[src/uart_chan_pkg.sv]
// Shared constants, types and helpers for one serial channel
package uart_chan_pkg;
  // ----------------------------------------------------------------
  // Register offsets
  // ----------------------------------------------------------------
  localparam logic [3:0] A_DATA = 4'h0;
  localparam logic [3:0] A_IER  = 4'h1;
  localparam logic [3:0] A_ISR  = 4'h2;
  localparam logic [3:0] A_LCR  = 4'h3;
  localparam logic [3:0] A_MCR  = 4'h4;
  localparam logic [3:0] A_LSR  = 4'h5;
  localparam logic [3:0] A_MSR  = 4'h6;
  localparam logic [3:0] A_SPR  = 4'h7;
  localparam logic [3:0] A_FEATURE_CONTROL = 4'h8;
  localparam logic [3:0] A_EFR  = 4'h9;
  localparam logic [3:0] A_TLVL = 4'ha;
  localparam logic [3:0] A_RLVL = 4'hb;
  localparam logic [3:0] A_XC1  = 4'hc;
  localparam logic [3:0] A_XC2  = 4'hd;
  localparam logic [3:0] A_XN1  = 4'he;
  localparam logic [3:0] A_XN2  = 4'hf;
  // ----------------------------------------------------------------
  // Field positions
  // ----------------------------------------------------------------
  localparam int LCR_DLAB  = 7;
  localparam int LCR_BRK   = 6;
  localparam int LCR_STICK = 5;
  localparam int LCR_EVEN  = 4;
  localparam int LCR_PEN   = 3;
  localparam int LCR_STOP2 = 2;
  localparam int MCR_RATE8 = 7;
  localparam int MCR_LOOP  = 4;
  localparam int MCR_OUT2  = 3;
  localparam int MCR_OUT1  = 2;
  localparam int MCR_RTS   = 1;
  localparam int MCR_DTR   = 0;
  localparam int FEATURE_CONTROL_HDX  = 5;
  localparam int EFR_ENH   = 4;
  localparam int IER_RX    = 0;
  localparam int IER_TX    = 1;
  localparam int IER_LS    = 2;
  // ----------------------------------------------------------------
  // Reset values, sizes, timing
  // ----------------------------------------------------------------
  localparam logic [7:0] DLL_RST  = 8'h01;
  localparam logic [7:0] TRG_RST  = 8'h01;
  localparam int         PTR_W    = 6;
  localparam int         FIFO_D   = 64;
  localparam logic [6:0] CAP_FIFO = 7'h40;
  localparam logic [6:0] CAP_HOLD = 7'h01;
  localparam logic [4:0] TICKS_16 = 5'h10;
  localparam logic [4:0] TICKS_8  = 5'h08;
  localparam logic [7:0] TO_CHARS = 8'h04;
  localparam logic [7:0] TO_BITS  = 8'h0c;
  localparam logic [7:0] ISR_NONE = 8'h01;
  localparam logic [7:0] ISR_LS   = 8'h06;
  localparam logic [7:0] ISR_TO   = 8'h0c;
  localparam logic [7:0] ISR_RX   = 8'h04;
  localparam logic [7:0] ISR_TX   = 8'h02;

  typedef struct packed {
    logic [3:0] addr;
    logic [7:0] wdata;
    logic       wr;
    logic       rd;
  } bus_req_s;

  typedef enum logic [2:0] {
    TX_IDLE = 3'b000, TX_START = 3'b001, TX_DATA = 3'b011,
    TX_PAR  = 3'b010, TX_STOP  = 3'b110, TX_TURN = 3'b111
  } tx_state_e;

  typedef enum logic [2:0] {
    RX_IDLE = 3'b000, RX_START = 3'b001, RX_DATA = 3'b011,
    RX_PAR  = 3'b010, RX_STOP  = 3'b110
  } rx_state_e;

  function automatic logic [3:0] data_bits(input logic [1:0] wl);
    return 4'h5 + {2'b00, wl};
  endfunction

  // Line value of the parity bit for a character under a line format
  function automatic logic par_bit(input logic [7:0] d, input logic [7:0] line_format_control);
    logic p;
    p = 1'b0;
    for (int i = 0; i < 8; i++) begin
      if (i < int'(data_bits(line_format_control[1:0]))) p = p ^ d[i];
    end
    if (line_format_control[LCR_STICK]) return ~line_format_control[LCR_EVEN];
    return line_format_control[LCR_EVEN] ? p : ~p;
  endfunction
endpackage

[src/uart_chan.sv]
// One serial channel: register file, transmit and receive paths
// How it works
// - Transmit side has a 64-byte FIFO, holding register and shift register.
// - A bit lasts 16 bit-clock ticks, or 8 in the 8x rate.
// - Character is start, data bits, optional parity, then stop bits.
// - Data bit 0 goes on the line first, then ascending.
// - FIFO mode: each holding write while not full pushes and advances write pointer.
// - Without FIFO, holding-empty sets when byte moves to shifter.
// - Shifter-empty status sets only after the last stop bit ends.
// - FIFO mode: holding-empty status is set while transmit FIFO empty.
// - FIFO mode: transmit interrupt when level below transmit trigger.
// - Half-duplex mode sources transmit interrupt from shifter empty.
// - Half-duplex: direction drops programmed delay after last stop bit.
// - Start edge: sample after half a bit; accept only if still low.
// - Data bits and the first stop bit sampled at their centre the same way.
// - Receive errors show in line status bits 1 to 4.
// - Below trigger: time-out after four characters plus twelve bits.
// - Receive interrupt gated by enable bit 0; per byte or trigger.
// - Receive FIFO holds 64 entries of byte plus three error flags.
// - Holding read pops; status bits show flags of new head at once.
// - Modem control bits 2 and 3 only feed loopback, no pins.
// - Enhanced bits and turn-around delay writable only with enable bit 4.
// - FIFO control bit 0 enables both FIFOs, else single-byte holding.
//
// Chosen here: strobed register access.
module uart_chan (
  input  wire logic                  MCLK,
  input  wire logic                  RST,
  input  wire uart_chan_pkg::bus_req_s BUS_REQ,
  input  wire logic                  RX_IN,
  output logic [7:0]                 RDATA,
  output logic                       TX_OUT,
  output logic                       DIR_OUT,
  output logic                       IRQ
);
  import uart_chan_pkg::*;

  logic [7:0]       ier_ff, lcr_ff, mcr_ff, spr_ff, feature_control_ff, efr_ff;
  logic [7:0]       ttrg_ff, rtrg_ff, stop_char_one_ff, stop_char_two_ff, resume_char_one_ff, resume_char_two_ff;
  logic [7:0]       dll_ff, dlm_ff;
  logic [3:0]       tdly_ff;
  logic             fifo_en_ff;
  logic             wr, rd, dlab, enh, hdx, loop;
  logic             wr_thr, rd_rhr, tx_rst, rx_rst;
  logic [4:0]       bit_len, half;
  logic [3:0]       nbits, stop_last;
  logic [6:0]       cap;

  assign wr     = BUS_REQ.wr;
  assign rd     = BUS_REQ.rd;
  assign dlab   = lcr_ff[LCR_DLAB];
  assign enh    = efr_ff[EFR_ENH];
  assign hdx    = feature_control_ff[FEATURE_CONTROL_HDX];
  assign loop   = mcr_ff[MCR_LOOP];
  assign wr_thr = wr && BUS_REQ.addr == A_DATA && !dlab;
  assign rd_rhr = rd && BUS_REQ.addr == A_DATA && !dlab;
  assign tx_rst = wr && BUS_REQ.addr == A_ISR && BUS_REQ.wdata[0] && BUS_REQ.wdata[2];
  assign rx_rst = wr && BUS_REQ.addr == A_ISR && BUS_REQ.wdata[0] && BUS_REQ.wdata[1];
  assign bit_len = mcr_ff[MCR_RATE8] ? TICKS_8 : TICKS_16;
  assign half    = bit_len >> 1;
  assign nbits   = data_bits(lcr_ff[1:0]);
  assign stop_last = lcr_ff[LCR_STOP2] ? 4'h1 : 4'h0;
  assign cap     = fifo_en_ff ? CAP_FIFO : CAP_HOLD;

  // ----------------------------------------------------------------
  // Configuration registers
  // ----------------------------------------------------------------
  always_ff @(posedge MCLK or posedge RST) begin
    if (RST) begin
      ier_ff <= 8'h00; lcr_ff <= 8'h00; mcr_ff <= 8'h00; spr_ff <= 8'h00;
      feature_control_ff <= 8'h00; efr_ff <= 8'h00; ttrg_ff <= TRG_RST; rtrg_ff <= TRG_RST;
      stop_char_one_ff <= 8'h00; stop_char_two_ff <= 8'h00; resume_char_one_ff <= 8'h00; resume_char_two_ff <= 8'h00;
      dll_ff <= DLL_RST; dlm_ff <= 8'h00; tdly_ff <= 4'h0; fifo_en_ff <= 1'b0;
    end else if (wr) begin
      case (BUS_REQ.addr)
        A_DATA: if (dlab) dll_ff <= BUS_REQ.wdata;
        A_IER: begin
          if (dlab) dlm_ff <= BUS_REQ.wdata;
          else ier_ff <= enh ? BUS_REQ.wdata : {ier_ff[7:4], BUS_REQ.wdata[3:0]};
        end
        A_ISR:  fifo_en_ff <= BUS_REQ.wdata[0];
        A_LCR:  lcr_ff <= BUS_REQ.wdata;
        A_MCR:  mcr_ff <= enh ? BUS_REQ.wdata : {mcr_ff[7:5], BUS_REQ.wdata[4:0]};
        A_MSR:  if (enh) tdly_ff <= BUS_REQ.wdata[7:4];
        A_SPR:  spr_ff <= BUS_REQ.wdata;
        A_FEATURE_CONTROL: feature_control_ff <= BUS_REQ.wdata;
        A_EFR:  efr_ff <= BUS_REQ.wdata;
        A_TLVL: ttrg_ff <= BUS_REQ.wdata;
        A_RLVL: rtrg_ff <= BUS_REQ.wdata;
        A_XC1:  stop_char_one_ff <= BUS_REQ.wdata;
        A_XC2:  stop_char_two_ff <= BUS_REQ.wdata;
        A_XN1:  resume_char_one_ff <= BUS_REQ.wdata;
        A_XN2:  resume_char_two_ff <= BUS_REQ.wdata;
        default: ;
      endcase
    end
  end

  // ----------------------------------------------------------------
  // Bit clock: one tick per divisor count
  // ----------------------------------------------------------------
  logic [15:0] div_cnt_ff;
  logic        tick_ff, div_wrap;
  assign div_wrap = ({1'b0, div_cnt_ff} + 17'h00001) >= {1'b0, dlm_ff, dll_ff};
  always_ff @(posedge MCLK or posedge RST) begin
    if (RST) begin
      div_cnt_ff <= 16'h0000;
      tick_ff    <= 1'b0;
    end else begin
      div_cnt_ff <= div_wrap ? 16'h0000 : div_cnt_ff + 16'h0001;
      tick_ff    <= div_wrap;
    end
  end

  // ----------------------------------------------------------------
  // Transmit FIFO; depth 1 acts as the plain holding register
  // ----------------------------------------------------------------
  logic [7:0]       tx_mem [FIFO_D];
  logic [PTR_W-1:0] tx_wp_ff, tx_rp_ff;
  logic [6:0]       tx_cnt_ff;
  logic             tx_push, tx_pop;
  assign tx_push = wr_thr && tx_cnt_ff < cap;
  always_ff @(posedge MCLK) begin
    if (tx_push) tx_mem[tx_wp_ff] <= BUS_REQ.wdata;
  end
  always_ff @(posedge MCLK or posedge RST) begin
    if (RST) begin
      tx_wp_ff <= '0; tx_rp_ff <= '0; tx_cnt_ff <= 7'h00;
    end else if (tx_rst) begin
      tx_wp_ff <= '0; tx_rp_ff <= '0; tx_cnt_ff <= 7'h00;
    end else begin
      tx_wp_ff  <= tx_wp_ff + PTR_W'(tx_push);
      tx_rp_ff  <= tx_rp_ff + PTR_W'(tx_pop);
      tx_cnt_ff <= tx_cnt_ff + 7'(tx_push) - 7'(tx_pop);
    end
  end

  // ----------------------------------------------------------------
  // Transmit shifter and half-duplex direction
  // ----------------------------------------------------------------
  tx_state_e  tx_state_ff;
  logic [4:0] tx_sub_ff;
  logic [3:0] tx_bit_ff;
  logic [7:0] tx_shift_reg_ff;
  logic       tx_pbit_ff, tx_line_ff, dir_ff, tx_bend;
  assign tx_bend = tick_ff && tx_sub_ff == bit_len - 5'h01;
  // Half-duplex holds off the load one cycle so direction leads the start bit
  assign tx_pop  = (tx_state_ff == TX_IDLE || tx_state_ff == TX_TURN)
                   && tx_cnt_ff != 7'h00 && (!hdx || dir_ff);
  always_ff @(posedge MCLK or posedge RST) begin
    if (RST) begin
      tx_state_ff <= TX_IDLE; tx_sub_ff <= 5'h00; tx_bit_ff <= 4'h0;
      tx_shift_reg_ff <= 8'h00; tx_pbit_ff <= 1'b0; tx_line_ff <= 1'b1; dir_ff <= 1'b0;
    end else if (tx_pop) begin
      tx_shift_reg_ff <= tx_mem[tx_rp_ff];
      tx_pbit_ff  <= par_bit(tx_mem[tx_rp_ff], lcr_ff);
      tx_state_ff <= TX_START; tx_sub_ff <= 5'h00; tx_line_ff <= 1'b0;
    end else begin
      if (tick_ff) tx_sub_ff <= tx_bend ? 5'h00 : tx_sub_ff + 5'h01;
      case (tx_state_ff)
        TX_IDLE: begin
          tx_line_ff <= 1'b1;
          dir_ff     <= hdx && tx_cnt_ff != 7'h00;
        end
        TX_START: if (tx_bend) begin
          tx_state_ff <= TX_DATA; tx_bit_ff <= 4'h0;
          tx_line_ff  <= tx_shift_reg_ff[0];
          tx_shift_reg_ff <= tx_shift_reg_ff >> 1;
        end
        TX_DATA: if (tx_bend) begin
          if (tx_bit_ff == nbits - 4'h1) begin
            tx_bit_ff <= 4'h0;
            if (lcr_ff[LCR_PEN]) begin
              tx_state_ff <= TX_PAR; tx_line_ff <= tx_pbit_ff;
            end else begin
              tx_state_ff <= TX_STOP; tx_line_ff <= 1'b1;
            end
          end else begin
            tx_bit_ff  <= tx_bit_ff + 4'h1;
            tx_line_ff <= tx_shift_reg_ff[0];
            tx_shift_reg_ff <= tx_shift_reg_ff >> 1;
          end
        end
        TX_PAR: if (tx_bend) begin
          tx_state_ff <= TX_STOP; tx_line_ff <= 1'b1;
        end
        TX_STOP: if (tx_bend) begin
          if (tx_bit_ff == stop_last) begin
            tx_bit_ff <= 4'h0;
            if (hdx && tdly_ff != 4'h0) tx_state_ff <= TX_TURN;
            else begin
              tx_state_ff <= TX_IDLE; dir_ff <= 1'b0;
            end
          end else tx_bit_ff <= tx_bit_ff + 4'h1;
        end
        TX_TURN: if (tx_bend) begin
          if (tx_bit_ff + 4'h1 == tdly_ff) begin
            tx_state_ff <= TX_IDLE; dir_ff <= 1'b0;
          end else tx_bit_ff <= tx_bit_ff + 4'h1;
        end
        default: tx_state_ff <= TX_IDLE;
      endcase
    end
  end

  // ----------------------------------------------------------------
  // Receive shifter
  // ----------------------------------------------------------------
  rx_state_e  rx_state_ff;
  logic       rx_s1_ff, rx_s2_ff, rx_prev_ff, rx_line, rx_samp, rx_done;
  logic [4:0] rx_sub_ff;
  logic [3:0] rx_bit_ff;
  logic [7:0] rx_shift_reg_ff;
  logic       rx_pbit_ff;
  logic [10:0] rx_entry;
  // Loopback listens to our own shifter so the pin is ignored
  assign rx_line = loop ? tx_line_ff : rx_s2_ff;
  assign rx_samp = tick_ff && rx_sub_ff ==
                   ((rx_state_ff == RX_START ? half : bit_len) - 5'h01);
  assign rx_done = rx_state_ff == RX_STOP && rx_samp;
  assign rx_entry = {rx_shift_reg_ff == 8'h00 && !rx_line && !(lcr_ff[LCR_PEN] && rx_pbit_ff),
                     !rx_line,
                     lcr_ff[LCR_PEN] && rx_pbit_ff != par_bit(rx_shift_reg_ff, lcr_ff),
                     rx_shift_reg_ff};
  always_ff @(posedge MCLK or posedge RST) begin
    if (RST) begin
      rx_s1_ff <= 1'b1; rx_s2_ff <= 1'b1; rx_prev_ff <= 1'b1;
    end else begin
      rx_s1_ff <= RX_IN; rx_s2_ff <= rx_s1_ff; rx_prev_ff <= rx_line;
    end
  end
  always_ff @(posedge MCLK or posedge RST) begin
    if (RST) begin
      rx_state_ff <= RX_IDLE; rx_sub_ff <= 5'h00; rx_bit_ff <= 4'h0;
      rx_shift_reg_ff <= 8'h00; rx_pbit_ff <= 1'b0;
    end else begin
      if (tick_ff) rx_sub_ff <= rx_samp ? 5'h00 : rx_sub_ff + 5'h01;
      case (rx_state_ff)
        RX_IDLE: if (rx_prev_ff && !rx_line) begin
          rx_state_ff <= RX_START; rx_sub_ff <= 5'h00;
        end
        RX_START: if (rx_samp) begin
          rx_state_ff <= rx_line ? RX_IDLE : RX_DATA;
          rx_bit_ff <= 4'h0; rx_shift_reg_ff <= 8'h00;
        end
        RX_DATA: if (rx_samp) begin
          rx_shift_reg_ff[rx_bit_ff[2:0]] <= rx_line;
          rx_bit_ff <= rx_bit_ff + 4'h1;
          if (rx_bit_ff == nbits - 4'h1)
            rx_state_ff <= lcr_ff[LCR_PEN] ? RX_PAR : RX_STOP;
        end
        RX_PAR: if (rx_samp) begin
          rx_pbit_ff <= rx_line; rx_state_ff <= RX_STOP;
        end
        RX_STOP: if (rx_samp) rx_state_ff <= RX_IDLE;
        default: rx_state_ff <= RX_IDLE;
      endcase
    end
  end

  // ----------------------------------------------------------------
  // Receive FIFO with per-byte error flags
  // ----------------------------------------------------------------
  logic [10:0]      rx_mem [FIFO_D];
  logic [PTR_W-1:0] rx_wp_ff, rx_rp_ff;
  logic [6:0]       rx_cnt_ff, err_cnt_ff;
  logic             rx_push, rx_pop, ovr_ff, head_err, in_err;
  logic [10:0]      rx_head;
  assign rx_push  = rx_done && rx_cnt_ff < cap;
  assign rx_pop   = rd_rhr && rx_cnt_ff != 7'h00;
  assign rx_head  = rx_cnt_ff != 7'h00 ? rx_mem[rx_rp_ff] : 11'h000;
  assign head_err = rx_pop && rx_head[10:8] != 3'h0;
  assign in_err   = rx_push && rx_entry[10:8] != 3'h0;
  always_ff @(posedge MCLK) begin
    if (rx_push) rx_mem[rx_wp_ff] <= rx_entry;
  end
  always_ff @(posedge MCLK or posedge RST) begin
    if (RST) begin
      rx_wp_ff <= '0; rx_rp_ff <= '0; rx_cnt_ff <= 7'h00; err_cnt_ff <= 7'h00;
    end else if (rx_rst) begin
      rx_wp_ff <= '0; rx_rp_ff <= '0; rx_cnt_ff <= 7'h00; err_cnt_ff <= 7'h00;
    end else begin
      rx_wp_ff   <= rx_wp_ff + PTR_W'(rx_push);
      rx_rp_ff   <= rx_rp_ff + PTR_W'(rx_pop);
      rx_cnt_ff  <= rx_cnt_ff + 7'(rx_push) - 7'(rx_pop);
      err_cnt_ff <= err_cnt_ff + 7'(in_err) - 7'(head_err);
    end
  end
  // Overrun: byte lost to a full FIFO; set beats the status-read clear
  always_ff @(posedge MCLK or posedge RST) begin
    if (RST) ovr_ff <= 1'b0;
    else if (rx_done && !rx_push) ovr_ff <= 1'b1;
    else if (rd && BUS_REQ.addr == A_LSR) ovr_ff <= 1'b0;
  end

  // ----------------------------------------------------------------
  // Receive time-out and flow character flags
  // ----------------------------------------------------------------
  logic [4:0] bt_sub_ff;
  logic [7:0] to_cnt_ff, to_lim;
  logic       to_ff, below_trg;
  logic [1:0] xchar_ff;
  assign to_lim    = ({4'h0, nbits} + 8'h02) * TO_CHARS + TO_BITS;
  assign below_trg = rx_cnt_ff != 7'h00 && {1'b0, rx_cnt_ff} < rtrg_ff;
  always_ff @(posedge MCLK or posedge RST) begin
    if (RST) begin
      bt_sub_ff <= 5'h00; to_cnt_ff <= 8'h00; to_ff <= 1'b0;
    end else begin
      if (tick_ff) bt_sub_ff <= bt_sub_ff >= bit_len - 5'h01 ? 5'h00 : bt_sub_ff + 5'h01;
      if (rx_push || rx_pop || !below_trg || !fifo_en_ff) to_cnt_ff <= 8'h00;
      else if (tick_ff && bt_sub_ff == 5'h00 && to_cnt_ff != to_lim)
        to_cnt_ff <= to_cnt_ff + 8'h01;
      if (fifo_en_ff && below_trg && to_cnt_ff == to_lim) to_ff <= 1'b1;
      else if (rx_pop || rx_cnt_ff == 7'h00) to_ff <= 1'b0;
    end
  end
  always_ff @(posedge MCLK or posedge RST) begin
    if (RST) xchar_ff <= 2'b00;
    else if (rx_push && efr_ff[3:0] != 4'h0) begin
      xchar_ff <= xchar_ff | {rx_entry[7:0] == resume_char_one_ff || rx_entry[7:0] == resume_char_two_ff,
                              rx_entry[7:0] == stop_char_one_ff || rx_entry[7:0] == stop_char_two_ff};
    end else if (rd && BUS_REQ.addr == A_XC1) xchar_ff <= 2'b00;
  end

  // ----------------------------------------------------------------
  // Status, interrupt and read port
  // ----------------------------------------------------------------
  logic [7:0] line_status, interrupt_source, modem_line_state, rd_mux;
  logic       thr_empty, tsr_empty, rx_irq, tx_irq, ls_irq;
  assign thr_empty = tx_cnt_ff == 7'h00;
  assign tsr_empty = tx_state_ff == TX_IDLE || tx_state_ff == TX_TURN;
  assign line_status = {err_cnt_ff != 7'h00, thr_empty && tsr_empty, thr_empty,
                rx_head[10:8], ovr_ff, rx_cnt_ff != 7'h00};
  assign rx_irq = ier_ff[IER_RX] && (to_ff || (fifo_en_ff ?
                  rx_cnt_ff != 7'h00 && {1'b0, rx_cnt_ff} >= rtrg_ff
                  : rx_cnt_ff != 7'h00));
  assign tx_irq = ier_ff[IER_TX] && (hdx ? line_status[6]
                  : (fifo_en_ff ? {1'b0, tx_cnt_ff} < ttrg_ff : thr_empty));
  assign ls_irq = ier_ff[IER_LS] && line_status[4:1] != 4'h0;
  // Modem control bits 2 and 3 only ever reach this read path
  assign modem_line_state = loop ? {mcr_ff[MCR_OUT2], mcr_ff[MCR_OUT1], mcr_ff[MCR_DTR],
                       mcr_ff[MCR_RTS], 4'h0} : 8'h00;
  always_comb begin
    if (ls_irq) interrupt_source = ISR_LS;
    else if (ier_ff[IER_RX] && to_ff) interrupt_source = ISR_TO;
    else if (rx_irq) interrupt_source = ISR_RX;
    else if (tx_irq) interrupt_source = ISR_TX;
    else interrupt_source = ISR_NONE;
    interrupt_source[7:6] = {fifo_en_ff, fifo_en_ff};
  end
  always_comb begin
    case (BUS_REQ.addr)
      A_DATA:  rd_mux = dlab ? dll_ff : rx_head[7:0];
      A_IER:   rd_mux = dlab ? dlm_ff : ier_ff;
      A_ISR:   rd_mux = interrupt_source;
      A_LCR:   rd_mux = lcr_ff;
      A_MCR:   rd_mux = mcr_ff;
      A_LSR:   rd_mux = line_status;
      A_MSR:   rd_mux = modem_line_state;
      A_SPR:   rd_mux = spr_ff;
      A_FEATURE_CONTROL:  rd_mux = feature_control_ff;
      A_EFR:   rd_mux = efr_ff;
      A_TLVL:  rd_mux = {1'b0, tx_cnt_ff};
      A_RLVL:  rd_mux = {1'b0, rx_cnt_ff};
      A_XC1:   rd_mux = {6'h00, xchar_ff};
      default: rd_mux = 8'h00;
    endcase
  end
  always_ff @(posedge MCLK or posedge RST) begin
    if (RST) begin
      RDATA <= 8'h00; TX_OUT <= 1'b1; DIR_OUT <= 1'b0; IRQ <= 1'b0;
    end else begin
      RDATA   <= rd ? rd_mux : 8'h00;
      TX_OUT  <= loop || (tx_line_ff && !lcr_ff[LCR_BRK]);
      DIR_OUT <= hdx ? dir_ff : mcr_ff[MCR_RTS];
      IRQ     <= rx_irq || tx_irq || ls_irq;
    end
  end
endmodule

[config.mk]
export PLATFORM = sky130hd
export DESIGN_NAME = uart_chan
export DESIGN_NICKNAME = d
export VERILOG_FILES = /design/src/uart_chan_pkg.sv /design/src/uart_chan.sv
export SDC_FILE = /design/constraint.sdc
export NUM_CORES = 2
export LEC_CHECK = 0
export CORE_ASPECT_RATIO = 1.2
export CORE_MARGIN = 5
export CORE_UTILIZATION = 55
export DETAILED_ROUTE_END_ITERATION = 10
export DONT_BUFFER_PORTS = 1
export MAX_ROUTING_LAYER = met4
export PLACE_DENSITY = 0.74
export SLEW_MARGIN = 20
export SYNTH_ARGS = -nofsm -noshare
export SYNTH_HDL_FRONTEND = slang
export SYNTH_SLANG_ARGS = --single-unit
[constraint.sdc]
create_clock -name MCLK -period 11.2 [get_ports MCLK]
set_input_delay 2.24 -clock MCLK [delete_from_list [all_inputs] [get_ports MCLK]]
set_output_delay 2.24 -clock MCLK [all_outputs]
set_load 0.01 [all_outputs]
==> reports/metrics.csv <==
stage,metric,value,unit
run_status,status,"complete, no violations",
yosys,asr flop ratio synth,17.3,%
yosys,sequential element share of the synthesized area,70.0,%
clocking,Root Driver,clkbuf_16,
global_route,initial antenna violation count,0,
routing,via count,32700,
power,Clk pwr share,32.9,%
placed_design,input/output buffers,0,
cells_and_area,number of diodes,0,
sta,hold_ws,363,ps
clocking,clock sink count,1470,
die,Die X,315,µm
sta,final hold vios,0,
cells_and_area,register with the most flip-flops,rx_mem,
cells_and_area,Filler Cell Count,7887,
routing,DR vias/cell,6.31,
die,Die Ht,376,µm
yosys,Mapped Nets,3688,
setup_path,Worst Setup End Kind,flop,
routing,final WL,141,mm
setup_path,Critical Path Slowest Stage Cell,dfrtp_4,
sta,setup TNS,0,ps
power,register share of total power,45.8,%
sta,Final Max Slew Viols,0,
clocking,clk_lat worst skew,780,ps
power,Max VDD drop,0.164,mV
yosys,"Primary FF master, synth",edfxtp_1,
sta,fmax,185,MHz
power,Int Power,10.1,mW
clocking,CTS Buf Count,140,
placed_design,placed cell area,62700,µm²
yosys,post-synthesis compound-gate area fraction,4.72,%
global_route,vias in the first global route,32800,
setup_path,crit path kind,reg2reg,
sta,Clock Skews,38.0,ps
cells_and_area,final core utilization,60.7,%
power,Logic pwr share,21.3,%
setup_path,Worst EP arrival,6100,ps
die,die area,118000,µm²
routing,highest routed layer,met4,
routing,initial detailed-routing violation count,3681,
setup_path,crit path cell chain,buf_4 -> buf_16 -> mux4_2 -> mux4_2 -> mux4_2 -> nor3_1 -> nor2_1 -> ha_1 -> inv_1 -> ha_1 -> inv_1 -> fa_1 -> inv_1 -> a21oi_1 -> o21bai_1 -> a21oi_1 -> nor2_1 -> or3_1 -> a21oi_1,
setup_path,R2R cell count,19,
yosys,Synth Instances,3578,
yosys,Ys Warns,0,
global_route,first-pass GRT wire length,213,mm
die,initial core utilization,55.2,%
cells_and_area,layout cell share with drive strength beyond 1,18.7,%
cells_and_area,Final nets,3691,
yosys,mux cell area share after synthesis,14.4,%
yosys,Mean Syn Cell Area,17.1,µm²
global_route,largest net degree at the start of global routing,114,
sta,# setup viols final,0,
yosys,library cells used by synthesis,79,
routing,met2 routed WL,69.8,mm
clocking,"CTS clk-pin slew, worst paths",60,ps
cells_and_area,most frequent cells in the layout,"edfxtp_1, mux4_2, nor2_1",
flow_run,MaxCap Viol Count,0,
routing,Met3 Wirelength,11.2,mm
cells_and_area,Largest register FFs,704,
global_route,Tot GR Track Use,24.8,%
routing,Post-Route M1 WL,55.3,mm
yosys,number of synthesized register bits,1470,
placed_design,dpl hpwl,85.9,mm
power,LEAKAGE,21.4,nW
sta,RSZ-0062 raised after global routing,false,
setup_path,Slowest Stage Delay on Critical Path,820,ps
sta,Worst-Margin Slew,1180,ps
die,IO Pins,28,
yosys,Post-synth EDFFs,1216,
clocking,postcts setup bufs,0,
cells_and_area,top flop regs,"rx_mem x704, tx_mem x512, div_cnt_ff x16",
routing,Residual DRC,0,
clocking,Clock Tree Buf Depth,3,
clocking,H-tree lvl count,4,
clocking,CTS resizes,0,
worst_hold_path,Cells on Worst Hold Path,0,
setup_path,Worst Setup Start Kind,flop,
yosys,Synth Area in XOR/XNOR,1.73,%
power,Power Density,210,nW/µm²
die,CORE AREA,111000,µm²
setup_path,CP max FO,38,
yosys,largest family of logic cells by synthesized area,multiplexers,
sta,fin crit share,48.3,%
sta,Tmin final,5400,ps
die,Rows,134,
power,Net Sw Frac,28.5,%
yosys,post-synthesis adder-cell area fraction,1.94,%
yosys,Post-Synth Simple-Gate Area,5.18,%
placed_design,Routability Congestion,0.951,
clocking,TritonCTS clock tree,yes,
routing,First-pass DRT Iterations,6,
yosys,Netlist Area Pre-Place,61300,µm²
routing,ANT nets after route,0,
sta,relative slew slack,20.9,%
routing,WL/cell,27.3,µm
clocking,hold_buf cts,0,
cells_and_area,"leading cell type in the layout, fill and taps excluded",edfxtp_1,
global_route,aggregate global routing overflow,0,
cells_and_area,Area Overhead vs Synth,9.85,%
power,Net Switching,4.03,mW
worst_hold_path,Worst Hold Class,reg2reg,
cells_and_area,Final Cell Area,67300,µm²
setup_path,Worst EP required,11890,ps
cells by family (layout without fill, tap and decap cells):
group           count (synthesis)  in the layout
mux                           509            509
buf+inv                       282            395
xor+xnor                      118            118
simple gates                  683            683
fa+ha+maj                      93             93
compound gates                423            423
flops                        1470           1470
power by group through the flow:
stage	combinational (mW)	clock, mW	sequential (mW)
2_1_floorplan	2.48	0	6.35
3_3_place_gp	2.96	0	6.58
3_5_place_dp	3.00	0	6.58
4_1_cts	3.02	4.71	6.47
5_1_grt	3.24	4.94	6.50
6_report	3.02	4.66	6.47
metal layers:
layer,up-vias,global-route usage (%)
met5,-,-
met4,0,9.00
met3,278,4.39
met2,1480,39.1
met1,16900,33.1
li1,14100,-
worst paths after layout:
path	from	to	slack [ps]
worst max-delay path	rx_rp_ff[0]	err_cnt_ff[6]	5800
worst min-delay path	rx_s1_ff	rx_s2_ff	360
worst max register to register	rx_rp_ff[0]	err_cnt_ff[6]	5800
worst min register to register	rx_s1_ff	rx_s2_ff	360
max in group asynchronous	RST	rx_rp_ff[0]	8250
min in group asynchronous	RST	bt_sub_ff[0]	1430
area by class of cell:
cell class,count,area (µm²),share of cell area (%)
Sequential cell,1470,42900,63.7
Clock inverter,72,774,1.15
Tap cell,1496,1870,2.78
Timing Repair Buffer,51,419,0.623
Clock buffer,180,3720,5.53
Multi-Input combinational cell,1826,17300,25.7
Inverter,92,353,0.524
stage by stage:
step / std cells / setup slack [ps] / power, mW
floorplan: 3578 / 1990 / 8.83
global placement: 4934 / 5350 / 9.54
detailed placement: 4934 / 5260 / 9.58
CTS: 5186 / 5570 / 14.2
global route: 5187 / 5410 / 14.7
finish: 5187 / 5800 / 14.1
worst max-delay path, delay by kind of cell, from the launching register on:
kind,cells,cell delay (ps)
buffers and inverters,5,880
and+or+nand+nor,4,690
muxes,3,1680
DFF,1,820
AOI/OAI and AO/OA,4,540
adders and majority gates,3,650
cells in the mapped netlist (8+ instances only):
cell type / instances / area [µm²]
o22ai_1: 48 / 300
nand2_1: 165 / 619
a32o_1: 8 / 80.1
xor2_1: 36 / 315
nor3b_1: 18 / 135
buf_1: 24 / 90.1
mux2i_1: 131 / 1310
or2_2: 10 / 62.6
dfstp_2: 8 / 210
a211oi_1: 10 / 75.1
clkbuf_1: 116 / 435
a22oi_1: 26 / 195
nor2b_1: 33 / 206
a22o_1: 17 / 149
buf_4: 16 / 120
nand2b_1: 20 / 125
o221ai_1: 50 / 438
mux4_2: 269 / 6060
or3_1: 16 / 100
mux2_2: 92 / 1040
xnor2_1: 80 / 701
inv_1: 87 / 327
ha_1: 90 / 1130
nor3_1: 30 / 150
a221oi_1: 16 / 140
buf_2: 22 / 110
edfxtp_1: 1216 / 36500
nand3_1: 49 / 245
o21a_1: 15 / 113
nor2_1: 271 / 1020
buf_6: 9 / 101
nand4_1: 25 / 156
a21oi_1: 67 / 335
o21ai_0: 96 / 480
mux4_1: 17 / 447
dfrtp_1: 246 / 6160
No activity file was read; power rests on OpenSTA's default activity.
